`config.mk`:
```
export PLATFORM = sky130hd
export DESIGN_NAME = dps_ctrl_end_flat
export DESIGN_NICKNAME = d
export VERILOG_FILES = /design/src/dps_pkg.sv /design/src/dps_link_if.sv /design/src/dps_fifo.sv /design/src/dps_ctrl_end.sv /design/src/flat_wrapper.sv
export SDC_FILE = /design/constraint.sdc
export NUM_CORES = 1
export LEC_CHECK = 0
export ABC_AREA = 1
export BUFFER_PORTS_ARGS = -buffer_cell sky130_fd_sc_hd__buf_4
export CAP_MARGIN = 40
export CORE_ASPECT_RATIO = 1.2
export CORE_MARGIN = 4
export CORE_UTILIZATION = 50
export DETAILED_ROUTE_END_ITERATION = 16
export GPL_ROUTABILITY_DRIVEN = 1
export PLACE_DENSITY = 0.69
export SYNTH_ARGS = -nofsm -noshare
export SYNTH_HDL_FRONTEND = slang
export SYNTH_SLANG_ARGS = --single-unit
```
`constraint.sdc`:
```
create_clock -name clk -period 13 [get_ports clk]
set_clock_uncertainty 0.15 [all_clocks]
set_input_delay 0.65 -clock clk [delete_from_list [all_inputs] [get_ports clk]]
set_output_delay 0.65 -clock clk [all_outputs]
set_load 0.03 [all_outputs]
```
`src/dps_pkg.sv`:
```
// shared constants and helpers for the burst sram link
package dps_pkg;
   localparam int DPS_DATA_W = 36;
   localparam int DPS_ADDR_W = 20;
   localparam int DPS_LANES = 4;
   localparam int DPS_LANE_W = 9;
   localparam int DPS_BANK_DEPTH = 2 ** DPS_ADDR_W;
   localparam int DPS_CLK_NS = 25;
   localparam int DPS_LINK_PERIOD_NS = 200;
   localparam int DPS_K_HALF_CYC = DPS_LINK_PERIOD_NS / (2 * DPS_CLK_NS);
   localparam logic [2:0] DPS_K_HALF = 3'(DPS_K_HALF_CYC);
   localparam logic [2:0] DPS_PH_LAST = 3'(2 * DPS_K_HALF_CYC - 1);
   localparam logic [2:0] DPS_PH_POS_SETUP = 3'h6;
   localparam logic [2:0] DPS_PH_NEG_SETUP = 3'h2;
   localparam int DPS_SLOTS = 4;
   localparam logic [1:0] DPS_FIRST_SLOT_PLL = 2'h2;
   localparam logic [1:0] DPS_FIRST_SLOT_SINGLE = 2'h1;
   localparam int DPS_FIFO_DEPTH = 4;
   localparam int DPS_WR_W = DPS_ADDR_W + 2 * DPS_DATA_W + 2 * DPS_LANES;
   localparam int DPS_SYNC_W = 7 + DPS_LANES + DPS_ADDR_W + DPS_DATA_W;

   // lanes whose select is low take the new data, others keep the old
   function automatic logic [DPS_DATA_W-1:0] dps_merge(
      input logic [DPS_DATA_W-1:0] old_w,
      input logic [DPS_DATA_W-1:0] new_w,
      input logic [DPS_LANES-1:0] sel_n);
      logic [DPS_DATA_W-1:0] r;
      r = old_w;
      for (int i = 0; i < DPS_LANES; i++) begin
         if (!sel_n[i]) begin
            r[i*DPS_LANE_W +: DPS_LANE_W] = new_w[i*DPS_LANE_W +: DPS_LANE_W];
         end
      end
      return r;
   endfunction : dps_merge
endpackage : dps_pkg

```
`src/dps_link_if.sv`:
```
// pin bundle between the memory end and the controller end
`timescale 1ns/1ps
`default_nettype none
interface dps_link_if;
   import dps_pkg::*;
   logic k;
   logic k_n;
   logic c;
   logic c_n;
   logic [DPS_ADDR_W-1:0] addr;
   logic read_port_select_n;
   logic write_port_select_n;
   logic [DPS_LANES-1:0] lane_write_enable_n;
   logic [DPS_DATA_W-1:0] d;
   logic [DPS_DATA_W-1:0] q;
   logic q_oe;
   logic echo_strobe_p;
   logic echo_strobe_n;
   logic pll_disable_n;

   modport mem (
      input k, k_n, c, c_n, addr, read_port_select_n, write_port_select_n,
      input lane_write_enable_n, d, pll_disable_n,
      output q, q_oe, echo_strobe_p, echo_strobe_n
   );
   modport ctrl (
      output k, k_n, c, c_n, addr, read_port_select_n, write_port_select_n,
      output lane_write_enable_n, d, pll_disable_n,
      input q, q_oe, echo_strobe_p, echo_strobe_n
   );
endinterface : dps_link_if
`default_nettype wire

```
`src/dps_fifo.sv`:
```
// small synchronous fifo with valid/ready on both sides
`timescale 1ns/1ps
`default_nettype none
module dps_fifo #(
   parameter int W = 8,
   parameter int DEPTH = 4
) (
   input wire logic clk,
   input wire logic rst,
   input wire logic in_valid,
   output logic in_ready,
   input wire logic [W-1:0] in_data,
   output logic out_valid,
   input wire logic out_ready,
   output logic [W-1:0] out_data
);
   localparam int PW = $clog2(DEPTH);
   logic [W-1:0] mem_ff [DEPTH];
   logic [PW-1:0] wp_ff, rp_ff, nxt_wp, nxt_rp;
   logic [PW:0] cnt_ff, nxt_cnt;
   logic push, pop;

   assign in_ready = (cnt_ff != (PW+1)'(DEPTH));
   assign out_valid = (cnt_ff != '0);
   assign out_data = mem_ff[rp_ff];
   assign push = in_valid & in_ready;
   assign pop = out_valid & out_ready;

   always_comb begin
      nxt_wp = wp_ff;
      nxt_rp = rp_ff;
      nxt_cnt = cnt_ff;
      if (push) begin
         nxt_wp = (wp_ff == PW'(DEPTH - 1)) ? '0 : PW'(wp_ff + 1'b1);
      end
      if (pop) begin
         nxt_rp = (rp_ff == PW'(DEPTH - 1)) ? '0 : PW'(rp_ff + 1'b1);
      end
      if (push && !pop) begin
         nxt_cnt = (PW+1)'(cnt_ff + 1'b1);
      end else if (pop && !push) begin
         nxt_cnt = (PW+1)'(cnt_ff - 1'b1);
      end
   end

   always_ff @(posedge clk) begin
      if (rst) begin
         wp_ff <= '0;
         rp_ff <= '0;
         cnt_ff <= '0;
      end else begin
         wp_ff <= nxt_wp;
         rp_ff <= nxt_rp;
         cnt_ff <= nxt_cnt;
      end
   end

   always_ff @(posedge clk) begin
      if (push) begin
         mem_ff[wp_ff] <= in_data;
      end
   end
endmodule : dps_fifo
`default_nettype wire

```
`src/dps_ctrl_end.sv`:
```
// controller end: makes link clocks, issues bursts, collects read data
`timescale 1ns/1ps
`default_nettype none
module dps_ctrl_end
   import dps_pkg::*;
(
   input wire logic clk,
   input wire logic rst,
   dps_link_if.ctrl lnk,
   input wire logic single_clock,
   input wire logic pll_off,
   input wire logic rd_req,
   input wire logic [DPS_ADDR_W-1:0] rd_addr,
   output logic rd_ready,
   output logic rd_valid,
   output logic [DPS_DATA_W-1:0] rd_word0,
   output logic [DPS_DATA_W-1:0] rd_word1,
   input wire logic wr_valid,
   output logic wr_ready,
   input wire logic [DPS_ADDR_W-1:0] wr_addr,
   input wire logic [DPS_DATA_W-1:0] wr_word0,
   input wire logic [DPS_DATA_W-1:0] wr_word1,
   input wire logic [DPS_LANES-1:0] wr_lane0_n,
   input wire logic [DPS_LANES-1:0] wr_lane1_n
);
   logic fq_valid, fq_ready;
   logic [DPS_WR_W-1:0] fq_data;

   dps_fifo #(.W(DPS_WR_W), .DEPTH(DPS_FIFO_DEPTH)) u_wr_fifo (
      .clk(clk),
      .rst(rst),
      .in_valid(wr_valid),
      .in_ready(wr_ready),
      .in_data({wr_addr, wr_word0, wr_word1, wr_lane0_n, wr_lane1_n}),
      .out_valid(fq_valid),
      .out_ready(fq_ready),
      .out_data(fq_data)
   );

   logic [2:0] ph_ff, nxt_ph;
   logic pos_setup, neg_setup;
   assign pos_setup = (ph_ff == DPS_PH_POS_SETUP);
   assign neg_setup = (ph_ff == DPS_PH_NEG_SETUP);
   assign rd_ready = pos_setup;
   assign fq_ready = pos_setup;

   logic k_ff, c_ff, cn_ff, nxt_k;
   logic [DPS_ADDR_W-1:0] addr_ff, nxt_addr;
   logic rps_ff, wps_ff, nxt_rps, nxt_wps;
   logic [DPS_DATA_W-1:0] d_ff, nxt_d;
   logic [DPS_LANES-1:0] bws_ff, nxt_bws;
   logic [DPS_ADDR_W+DPS_DATA_W+DPS_LANES-1:0] hold_ff, nxt_hold;
   logic hold_v_ff, nxt_hold_v;

   always_comb begin
      nxt_ph = (ph_ff == DPS_PH_LAST) ? 3'h0 : 3'(ph_ff + 3'h1);
      nxt_k = (nxt_ph < DPS_K_HALF);
      nxt_addr = addr_ff;
      nxt_rps = rps_ff;
      nxt_wps = wps_ff;
      nxt_d = d_ff;
      nxt_bws = bws_ff;
      nxt_hold = hold_ff;
      nxt_hold_v = hold_v_ff;
      if (pos_setup) begin
         nxt_rps = ~rd_req;
         nxt_addr = rd_req ? rd_addr : addr_ff;
         nxt_wps = ~fq_valid;
         nxt_hold_v = fq_valid;
         if (fq_valid) begin
            nxt_d = fq_data[2*DPS_LANES+DPS_DATA_W +: DPS_DATA_W];
            nxt_bws = fq_data[DPS_LANES +: DPS_LANES];
            nxt_hold = {fq_data[DPS_WR_W-1 -: DPS_ADDR_W],
                        fq_data[2*DPS_LANES +: DPS_DATA_W],
                        fq_data[0 +: DPS_LANES]};
         end
      end else if (neg_setup) begin
         nxt_rps = 1'b1;
         nxt_wps = 1'b1;
         if (hold_v_ff) begin
            {nxt_addr, nxt_d, nxt_bws} = hold_ff;
         end
      end
   end

   always_ff @(posedge clk) begin
      if (rst) begin
         ph_ff <= 3'h0;
         k_ff <= 1'b1;
         c_ff <= 1'b1;
         cn_ff <= 1'b0;
         addr_ff <= '0;
         rps_ff <= 1'b1;
         wps_ff <= 1'b1;
         d_ff <= '0;
         bws_ff <= '1;
         hold_ff <= '0;
         hold_v_ff <= 1'b0;
      end else begin
         ph_ff <= nxt_ph;
         k_ff <= nxt_k;
         // c pair moves with k unless single_clock holds both high, so board skew cancels
         c_ff <= single_clock | nxt_k;
         cn_ff <= single_clock | ~nxt_k;
         addr_ff <= nxt_addr;
         rps_ff <= nxt_rps;
         wps_ff <= nxt_wps;
         d_ff <= nxt_d;
         bws_ff <= nxt_bws;
         hold_ff <= nxt_hold;
         hold_v_ff <= nxt_hold_v;
      end
   end

   assign lnk.k = k_ff;
   assign lnk.k_n = ~k_ff;
   assign lnk.c = c_ff;
   assign lnk.c_n = cn_ff;
   assign lnk.addr = addr_ff;
   assign lnk.read_port_select_n = rps_ff;
   assign lnk.write_port_select_n = wps_ff;
   assign lnk.lane_write_enable_n = bws_ff;
   assign lnk.d = d_ff;
   assign lnk.pll_disable_n = ~pll_off;

   // read capture: echo and data share one synchroniser path
   localparam int RW = DPS_DATA_W + 3;
   logic [RW-1:0] rmeta_ff, rsmp_ff;
   logic [1:0] echo_prev_ff;
   logic cap, word_sel_ff, nxt_word_sel, rv_ff, nxt_rv;
   logic [DPS_DATA_W-1:0] w0_ff, w1_ff, nxt_w0, nxt_w1;

   assign cap = rsmp_ff[DPS_DATA_W] &
                ((rsmp_ff[RW-1] & ~echo_prev_ff[1]) | (rsmp_ff[RW-2] & ~echo_prev_ff[0]));

   always_comb begin
      nxt_word_sel = rsmp_ff[DPS_DATA_W] ? word_sel_ff : 1'b0;
      nxt_w0 = w0_ff;
      nxt_w1 = w1_ff;
      nxt_rv = 1'b0;
      if (cap) begin
         nxt_word_sel = ~word_sel_ff;
         if (!word_sel_ff) begin
            nxt_w0 = rsmp_ff[DPS_DATA_W-1:0];
         end else begin
            nxt_w1 = rsmp_ff[DPS_DATA_W-1:0];
            nxt_rv = 1'b1;
         end
      end
   end

   always_ff @(posedge clk) begin
      if (rst) begin
         rmeta_ff <= '0;
         rsmp_ff <= '0;
         echo_prev_ff <= 2'h0;
         word_sel_ff <= 1'b0;
         w0_ff <= '0;
         w1_ff <= '0;
         rv_ff <= 1'b0;
      end else begin
         rmeta_ff <= {lnk.echo_strobe_p, lnk.echo_strobe_n, lnk.q_oe, lnk.q};
         rsmp_ff <= rmeta_ff;
         echo_prev_ff <= rsmp_ff[RW-1 -: 2];
         word_sel_ff <= nxt_word_sel;
         w0_ff <= nxt_w0;
         w1_ff <= nxt_w1;
         rv_ff <= nxt_rv;
      end
   end

   assign rd_valid = rv_ff;
   assign rd_word0 = w0_ff;
   assign rd_word1 = w1_ff;
endmodule : dps_ctrl_end
`default_nettype wire

```
`src/flat_wrapper.sv`:
```
// flat-port wrapper written by rule: the top's interface ports become plain ports
module dps_ctrl_end_flat import dps_pkg::*;
  (clk, rst, single_clock, pll_off, rd_req, rd_addr, rd_ready, rd_valid, rd_word0, rd_word1, wr_valid, wr_ready, wr_addr, wr_word0, wr_word1, wr_lane0_n, wr_lane1_n, lnk_k, lnk_k_n, lnk_c, lnk_c_n, lnk_addr, lnk_read_port_select_n, lnk_write_port_select_n, lnk_lane_write_enable_n, lnk_d, lnk_pll_disable_n, lnk_q, lnk_q_oe, lnk_echo_strobe_p, lnk_echo_strobe_n);
  dps_link_if lnk_i ();
  input wire logic clk;
  input wire logic rst;
  input wire logic single_clock;
  input wire logic pll_off;
  input wire logic rd_req;
  input wire logic [DPS_ADDR_W-1:0] rd_addr;
  output logic rd_ready;
  output logic rd_valid;
  output logic [DPS_DATA_W-1:0] rd_word0;
  output logic [DPS_DATA_W-1:0] rd_word1;
  input wire logic wr_valid;
  output logic wr_ready;
  input wire logic [DPS_ADDR_W-1:0] wr_addr;
  input wire logic [DPS_DATA_W-1:0] wr_word0;
  input wire logic [DPS_DATA_W-1:0] wr_word1;
  input wire logic [DPS_LANES-1:0] wr_lane0_n;
  input wire logic [DPS_LANES-1:0] wr_lane1_n;
  output wire logic [$bits(lnk_i.k)-1:0] lnk_k;
  output wire logic [$bits(lnk_i.k_n)-1:0] lnk_k_n;
  output wire logic [$bits(lnk_i.c)-1:0] lnk_c;
  output wire logic [$bits(lnk_i.c_n)-1:0] lnk_c_n;
  output wire logic [$bits(lnk_i.addr)-1:0] lnk_addr;
  output wire logic [$bits(lnk_i.read_port_select_n)-1:0] lnk_read_port_select_n;
  output wire logic [$bits(lnk_i.write_port_select_n)-1:0] lnk_write_port_select_n;
  output wire logic [$bits(lnk_i.lane_write_enable_n)-1:0] lnk_lane_write_enable_n;
  output wire logic [$bits(lnk_i.d)-1:0] lnk_d;
  output wire logic [$bits(lnk_i.pll_disable_n)-1:0] lnk_pll_disable_n;
  input wire logic [$bits(lnk_i.q)-1:0] lnk_q;
  input wire logic [$bits(lnk_i.q_oe)-1:0] lnk_q_oe;
  input wire logic [$bits(lnk_i.echo_strobe_p)-1:0] lnk_echo_strobe_p;
  input wire logic [$bits(lnk_i.echo_strobe_n)-1:0] lnk_echo_strobe_n;
  assign lnk_k = lnk_i.k;
  assign lnk_k_n = lnk_i.k_n;
  assign lnk_c = lnk_i.c;
  assign lnk_c_n = lnk_i.c_n;
  assign lnk_addr = lnk_i.addr;
  assign lnk_read_port_select_n = lnk_i.read_port_select_n;
  assign lnk_write_port_select_n = lnk_i.write_port_select_n;
  assign lnk_lane_write_enable_n = lnk_i.lane_write_enable_n;
  assign lnk_d = lnk_i.d;
  assign lnk_pll_disable_n = lnk_i.pll_disable_n;
  assign lnk_i.q = lnk_q;
  assign lnk_i.q_oe = lnk_q_oe;
  assign lnk_i.echo_strobe_p = lnk_echo_strobe_p;
  assign lnk_i.echo_strobe_n = lnk_echo_strobe_n;
  dps_ctrl_end u_core (.clk(clk), .rst(rst), .lnk(lnk_i), .single_clock(single_clock), .pll_off(pll_off), .rd_req(rd_req), .rd_addr(rd_addr), .rd_ready(rd_ready), .rd_valid(rd_valid), .rd_word0(rd_word0), .rd_word1(rd_word1), .wr_valid(wr_valid), .wr_ready(wr_ready), .wr_addr(wr_addr), .wr_word0(wr_word0), .wr_word1(wr_word1), .wr_lane0_n(wr_lane0_n), .wr_lane1_n(wr_lane1_n));
endmodule
```
-- Word level (Yosys, flattened, before mapping)
Memory sizes are Yosys's and may differ from the RTL's. A register that Yosys moved wholly into a read port is not among the register bits.
Index checks and enable logic that the tools add are counted.
Widths: inputs -> output; s select.
- memories kept: 1
- bits of input ports: 165
- memory bits (writable): 400
- bits in registers: 290
- word-level logic and storage cells: 95
- bitwise operators: 17
- muxes and demuxes: 27
- add/sub/neg operators: 5
- order comparisons: 1
- reduce and logical (&&, ||, !) cells: 14
- equal/unequal tests: 9
- memories (memory ; depth ; width ; rd ports ; clocked after memory_dff ; write ports ; RTL line ; text):
    u_core.u_wr_fifo.mem_ff ; 4 ; 100 ; 1 ; 1 ; 1 ; dps_fifo.sv:18 ; logic [W-1:0] mem_ff [DEPTH];
- operators with widths (operator ; number):
    $mux 36 ; 4
    $mux 20 ; 4
    $mux 4 ; 4
    $mux 3 ; 3
    $not 1->1 ; 9
    $mux 1 ; 8
    $mux 2 ; 4
    $add 3x1->3 const B ; 2
    $eq 3x3->1 const B ; 2
    $reduce_and 2->1 ; 3
    $reduce_and 3->1 ; 2
    $reduce_bool 2->1 ; 3
    $and 1x1->1 ; 5
    $add 2x1->2 const B ; 2
    $eq 2x2->1 const B ; 2
    $ne 2x2->1 const B ; 2
    $eq 3x2->1 const B ; 1
    $lt 3x3->1 const B ; 1
    $ne 3x3->1 const B ; 1
    $or 1x1->1 ; 3
    $reduce_bool 3->1 ; 1
    $sub 3x1->3 const B ; 1
    $logic_and 1x1->1 ; 2
    $logic_not 1->1 ; 2
    2 further kinds ; 2

-- Depth between registers and ports, before layout
- depth after elaboration: 6
- depth in mapped cells: 15
- gate-level depth less buffers: 13

-- By module
Synthesis repeated with hierarchy kept, for this count alone.
- cell total of the unflattened synthesis: 2636
- area, all modules: 26620.5 sq um
- modules (own cells, without submodules) (module ; sequential area each (sq um) ; cells each ; times used ; area each (sq um)):
    dps_fifo ; 12191.7 ; 1036 ; 1 ; 15449.8
    dps_ctrl_end ; 5665.4 ; 1600 ; 1 ; 11170.7

-- Worst setup path before layout
No wires, ideal clock.
- path type: reg2reg
- start point: reg u_core.u_wr_fifo.cnt_ff[0]
- end point: mem u_core.u_wr_fifo.mem_ff[0][0] (netlist name), enable pin
- path buffers: 0
- data arrival time: 5115 ps
- clock period less this slack: 5825 ps
- stages on the path, launching flop included: 5
- library setup time: 560 ps
- path slack: 7175 ps
- path through: dfxtp_1 > nor2_1 > nand2_1 > nand2_1 > nor2_1
- word-level cells in the longest chain between the ends: 4
- ends and longest elaborated chain (what ; RTL line ; text):
    start, declared ; dps_fifo.sv:20 ; logic [PW:0] cnt_ff, nxt_cnt;
    start signal, assigned ; dps_fifo.sv:54 ; cnt_ff <= nxt_cnt;
    $ne 3x3->1 ; dps_fifo.sv:23 ; assign in_ready = (cnt_ff != (PW+1)'(DEPTH));
    via wr_ready ; flat_wrapper.sv:16 ; output logic wr_ready;
    $and 1x1->1 ; dps_fifo.sv:26 ; assign push = in_valid & in_ready;
    $mux 1 ; dps_fifo.sv:59 ; if (push) begin
    $mux 1 (implied by the code) ; dps_fifo.sv:60 ; mem_ff[wp_ff] <= in_data;
    end, declared ; dps_fifo.sv:18 ;
The timed path passes the listed nets, and every way through them passes these cells.

-- Worst setup path after layout
- start point: reg u_core.ph_ff[0]
- end point: reg u_core.d_ff[18] (netlist: u_core.lnk.d[18])
- word-level cells in the longest chain between the ends: 3
- elaborated cells between the ends (all ways): 7
- classes of those cells: eq/ne: 3; mux: 1; reduce/logical: 3
- ends and longest elaborated chain (what ; RTL line ; text):
    start, declared ; dps_ctrl_end.sv:40 ; logic [2:0] ph_ff, nxt_ph;
    start signal, assigned ; dps_ctrl_end.sv:100 ; ph_ff <= nxt_ph;
    $eq 3x3->1 / $eq 3x2->1 (equally long branches) ; dps_ctrl_end.sv:42, dps_ctrl_end.sv:43 ;
    $ne 2x1->1 (no source line) / $reduce_bool 2->1 (equally long branches) ; n/a ;
    $reduce_and 3->1 (no source line) ; n/a ;
    end signal, assigned ; dps_ctrl_end.sv:108 ; d_ff <= nxt_d;
    end, declared ; dps_ctrl_end.sv:50 ; logic [DPS_DATA_W-1:0] d_ff, nxt_d;
Parallel ways exist; a longest one is shown, timed or not.
A chain may end at the register's enable or synchronous reset.

==> results_dict.tcl <==
set metrics [dict create \
    met3WireLength_um 3870 \
    rsz0062_at_grt "no" \
    finalPower_w 0.00469 \
    post-route-period-util_pct 30.5 \
    netlist_area_um2 25500 \
    ys_ff_latch 692 \
    ys_top_cells_by_area "edfxtp_1 (47%), dfxtp_1 (23%), nor2_1 (6.5%)" \
    crit_start "u_core.ph_ff[0]$_SDFF_PP0_" \
    fill_cells 4028 \
    wl_met1_um 26800 \
    synth_top_family_by_area "simple AND/OR/NAND/NOR gates" \
    antenna_left 0 \
    gp_congestion 0.790 \
    cp.required_ns 13.32 \
    cp_common_cell "nand2_1" \
    nets 2853 \
    ctsLongestPathBuffers 3 \
    avgSynthCellArea_um2 10.5 \
    grt_pass1_vias 17100 \
    synth_warnings 0 \
    synth_top_area_cell "edfxtp_1" \
    grtUsageTotal_pct 21.9 \
    grt_pass1_wl_um 95000 \
    min_from "wr_word1[35]" \
    initial_utilization_pct 50.6 \
    muxShareOfSynthArea_pct 0 \
    numPortBuffers 306 \
    die_x_um 214 \
    synth_adder_area_share_pct 0.521 \
    antenna_found_initial 5 \
    clkTransAtPathRegs_ns 0.06 \
    cts.sinks 692 \
    crit_family "buffers and inverters" \
    synth-xor-area-share_pct 0 \
    cp_slowest_stage_delay_ns 0.70 \
    die_area_um2 54600 \
    pin_count 307 \
    critical_path_class "flop to flop" \
    cts_root_buf "clkbuf_16" \
    wl_per_cell_um 18.5 \
    yosysUniqueCellTypes 25 \
    wl_um 62500 \
    maxCapViolations 0 \
    numCtsBuffers 68 \
    cts_hold_buffers 0 \
    h-tree-depth 3 \
    final_cell_mix "nor2_1 (438), nand2_1 (411), edfxtp_1 (400), buf_4 (326), dfxtp_1 (289)" \
    critPathArrivalTime_ns 4.29 \
    worstPathBufferInverterCount 4 \
    synth_compound_area_share_pct 8.33 \
    setup_violations 0 \
    routed.top_layer "met5" \
    slew_viol_final 0 \
    postCtsResizedCells 0 \
    worst_slew_pin_slew_ns 0.894 \
    slowest_stage "buf_4" \
    layout_commonest_cell "nor2_1" \
    clock_latency_ns 0.60 \
    via_count 18000 \
    reg2reg_setup_slack_ns 9.04 \
    p_leak_nw 12.4 \
    start_kind "flop" \
    hpwlAfterDp_um 37800 \
    dr_wl_met2_um 30300 \
    grt_start_max_net_pins 100 \
    core_region_area_um2 50300 \
    postCtsSetupRepairBufs 0 \
    die_y_um 255 \
    endpoint_kind "flop" \
    grt_overflow 0 \
    final_cells 3382 \
    relSlewSlack_pct 40.4 \
    placed_cells 3252 \
    post-route-min-period_ns 3.96 \
    outcome "finished clean" \
    crit_chain "inv_1, ha_1, nand2_4, inv_4, nand2_2, buf_4, nand2_1, nand2_2, buf_4, nand2_1, nand2_1, nor2_1" \
    synth_top_area_share_pct 47.1 \
    final_util_pct 61.2 \
    drc 0 \
    viasPerCell 5.32 \
    tns_ns 0 \
    synth-simple-area-share_pct 16.5 \
    ys_seq_area_share_pct 70.1 \
    drive_above_1_share_pct 18.2 \
    cts_tree "yes" \
    powerDensity_nw_per_um2 152 \
    fmax_mhz 252 \
    dr.first_iter.drc_count 1539 \
    hold_class "primary input to flop" \
    r2r_start "u_core.ph_ff[0]$_SDFF_PP0_" \
    synthCells 2421 \
    drtPass1Iterations 5 \
    rows 90 \
    ir_worst_vdd_uv 125 \
    postSynthNetCount 2596 \
    crit_fanout 65 \
    hold_violations 0 \
    syn2layout_area_growth_pct 20.8 \
]
[state kept, by name, indices dropped and copies added (netlist names), 4 cells and up, named ones only]
| signal | count |
|---|---|
| u_core.lnk.d | 36 |
| u_core.rd_word1 | 36 |
| u_core.u_wr_fifo.mem_ff | 400 |
| u_core.hold_ff | 60 |
| u_core.rd_word0 | 36 |
| u_core.lnk.lane_write_enable_n | 4 |
| u_core.lnk.addr | 20 |
| u_core.rmeta_ff | 39 |
| u_core.rsmp_ff | 39 |
[kinds of logic after synthesis]
family	count (synthesis)
buffers and inverters	291
DFF	692
adders and majority gates	10
AOI/OAI and AO/OA	387
and+or+nand+nor	1041
[layer usage]
layer	track usage, %	up-vias
met5	0	-
met4	7.89	2
met3	4.16	86
met2	36.7	570
met1	29.1	8718
li1	-	8633
[per-stage QoR]
| step | hold WS [ns] | area [µm²] | setup slack, ns |
|---|---|---|---|
| 3_3_place_gp | 0.240 | 28200 | 9.24 |
| 2_1_floorplan | 0.238 | 25500 | 7.18 |
| 4_1_cts | 0.0568 | 30800 | 9.04 |
| 3_5_place_dp | 0.244 | 28500 | 9.07 |
| 6_report | 0.0950 | 30800 | 9.04 |
| 5_1_grt | 0.0792 | 30800 | 8.74 |
[synth_stat cells]
library cell and n:
buf_1 13, clkinv_1 1, fa_1 1, a21oi_1 79, edfxtp_1 400, o211a_1 21
o22ai_1 61, buf_4 2, inv_1 137, o21ai_0 225, nor2_1 442, nand2_4 1
nor3_1 2, ha_1 9, nand3_1 145, a21oi_2 1, nand2_1 413, buf_2 36
buf_6 3, clkbuf_1 97, inv_2 1, inv_4 1, or2_2 37, nor2_2 1
dfxtp_1 292
[final timing paths]
kind,to,depth (start not counted)
min,u_core.u_wr_fifo.mem_ff[1][43]$_DFFE_PP_,1
min reg2reg,u_core.rsmp_ff[3]$_SDFF_PP0_,2
max,u_core.lnk.d[18]$_SDFFE_PP0P_,12
max reg2reg,u_core.lnk.d[18]$_SDFFE_PP0P_,12
[report_power, final]
group / switching (W) / internal [W]
sequential: 0.0000274 / 0.00242
clock: 0.000812 / 0.00119
combinational: 0.000158 / 0.0000879
total: 0.000997 / 0.00369
[final cells by class]
cell class	instances	area, µm²	area share [%]
antenna	5	12.5	0.0406
tap	644	806	2.62
timing repair buffer	338	2750	8.93
clock buffer	97	2020	6.55
multi-input combinational	1438	6500	21.1
clock inverter	28	298	0.967
sequential	692	17900	58.0
inverter	140	537	1.74
(Power assumes the default switching activity.)
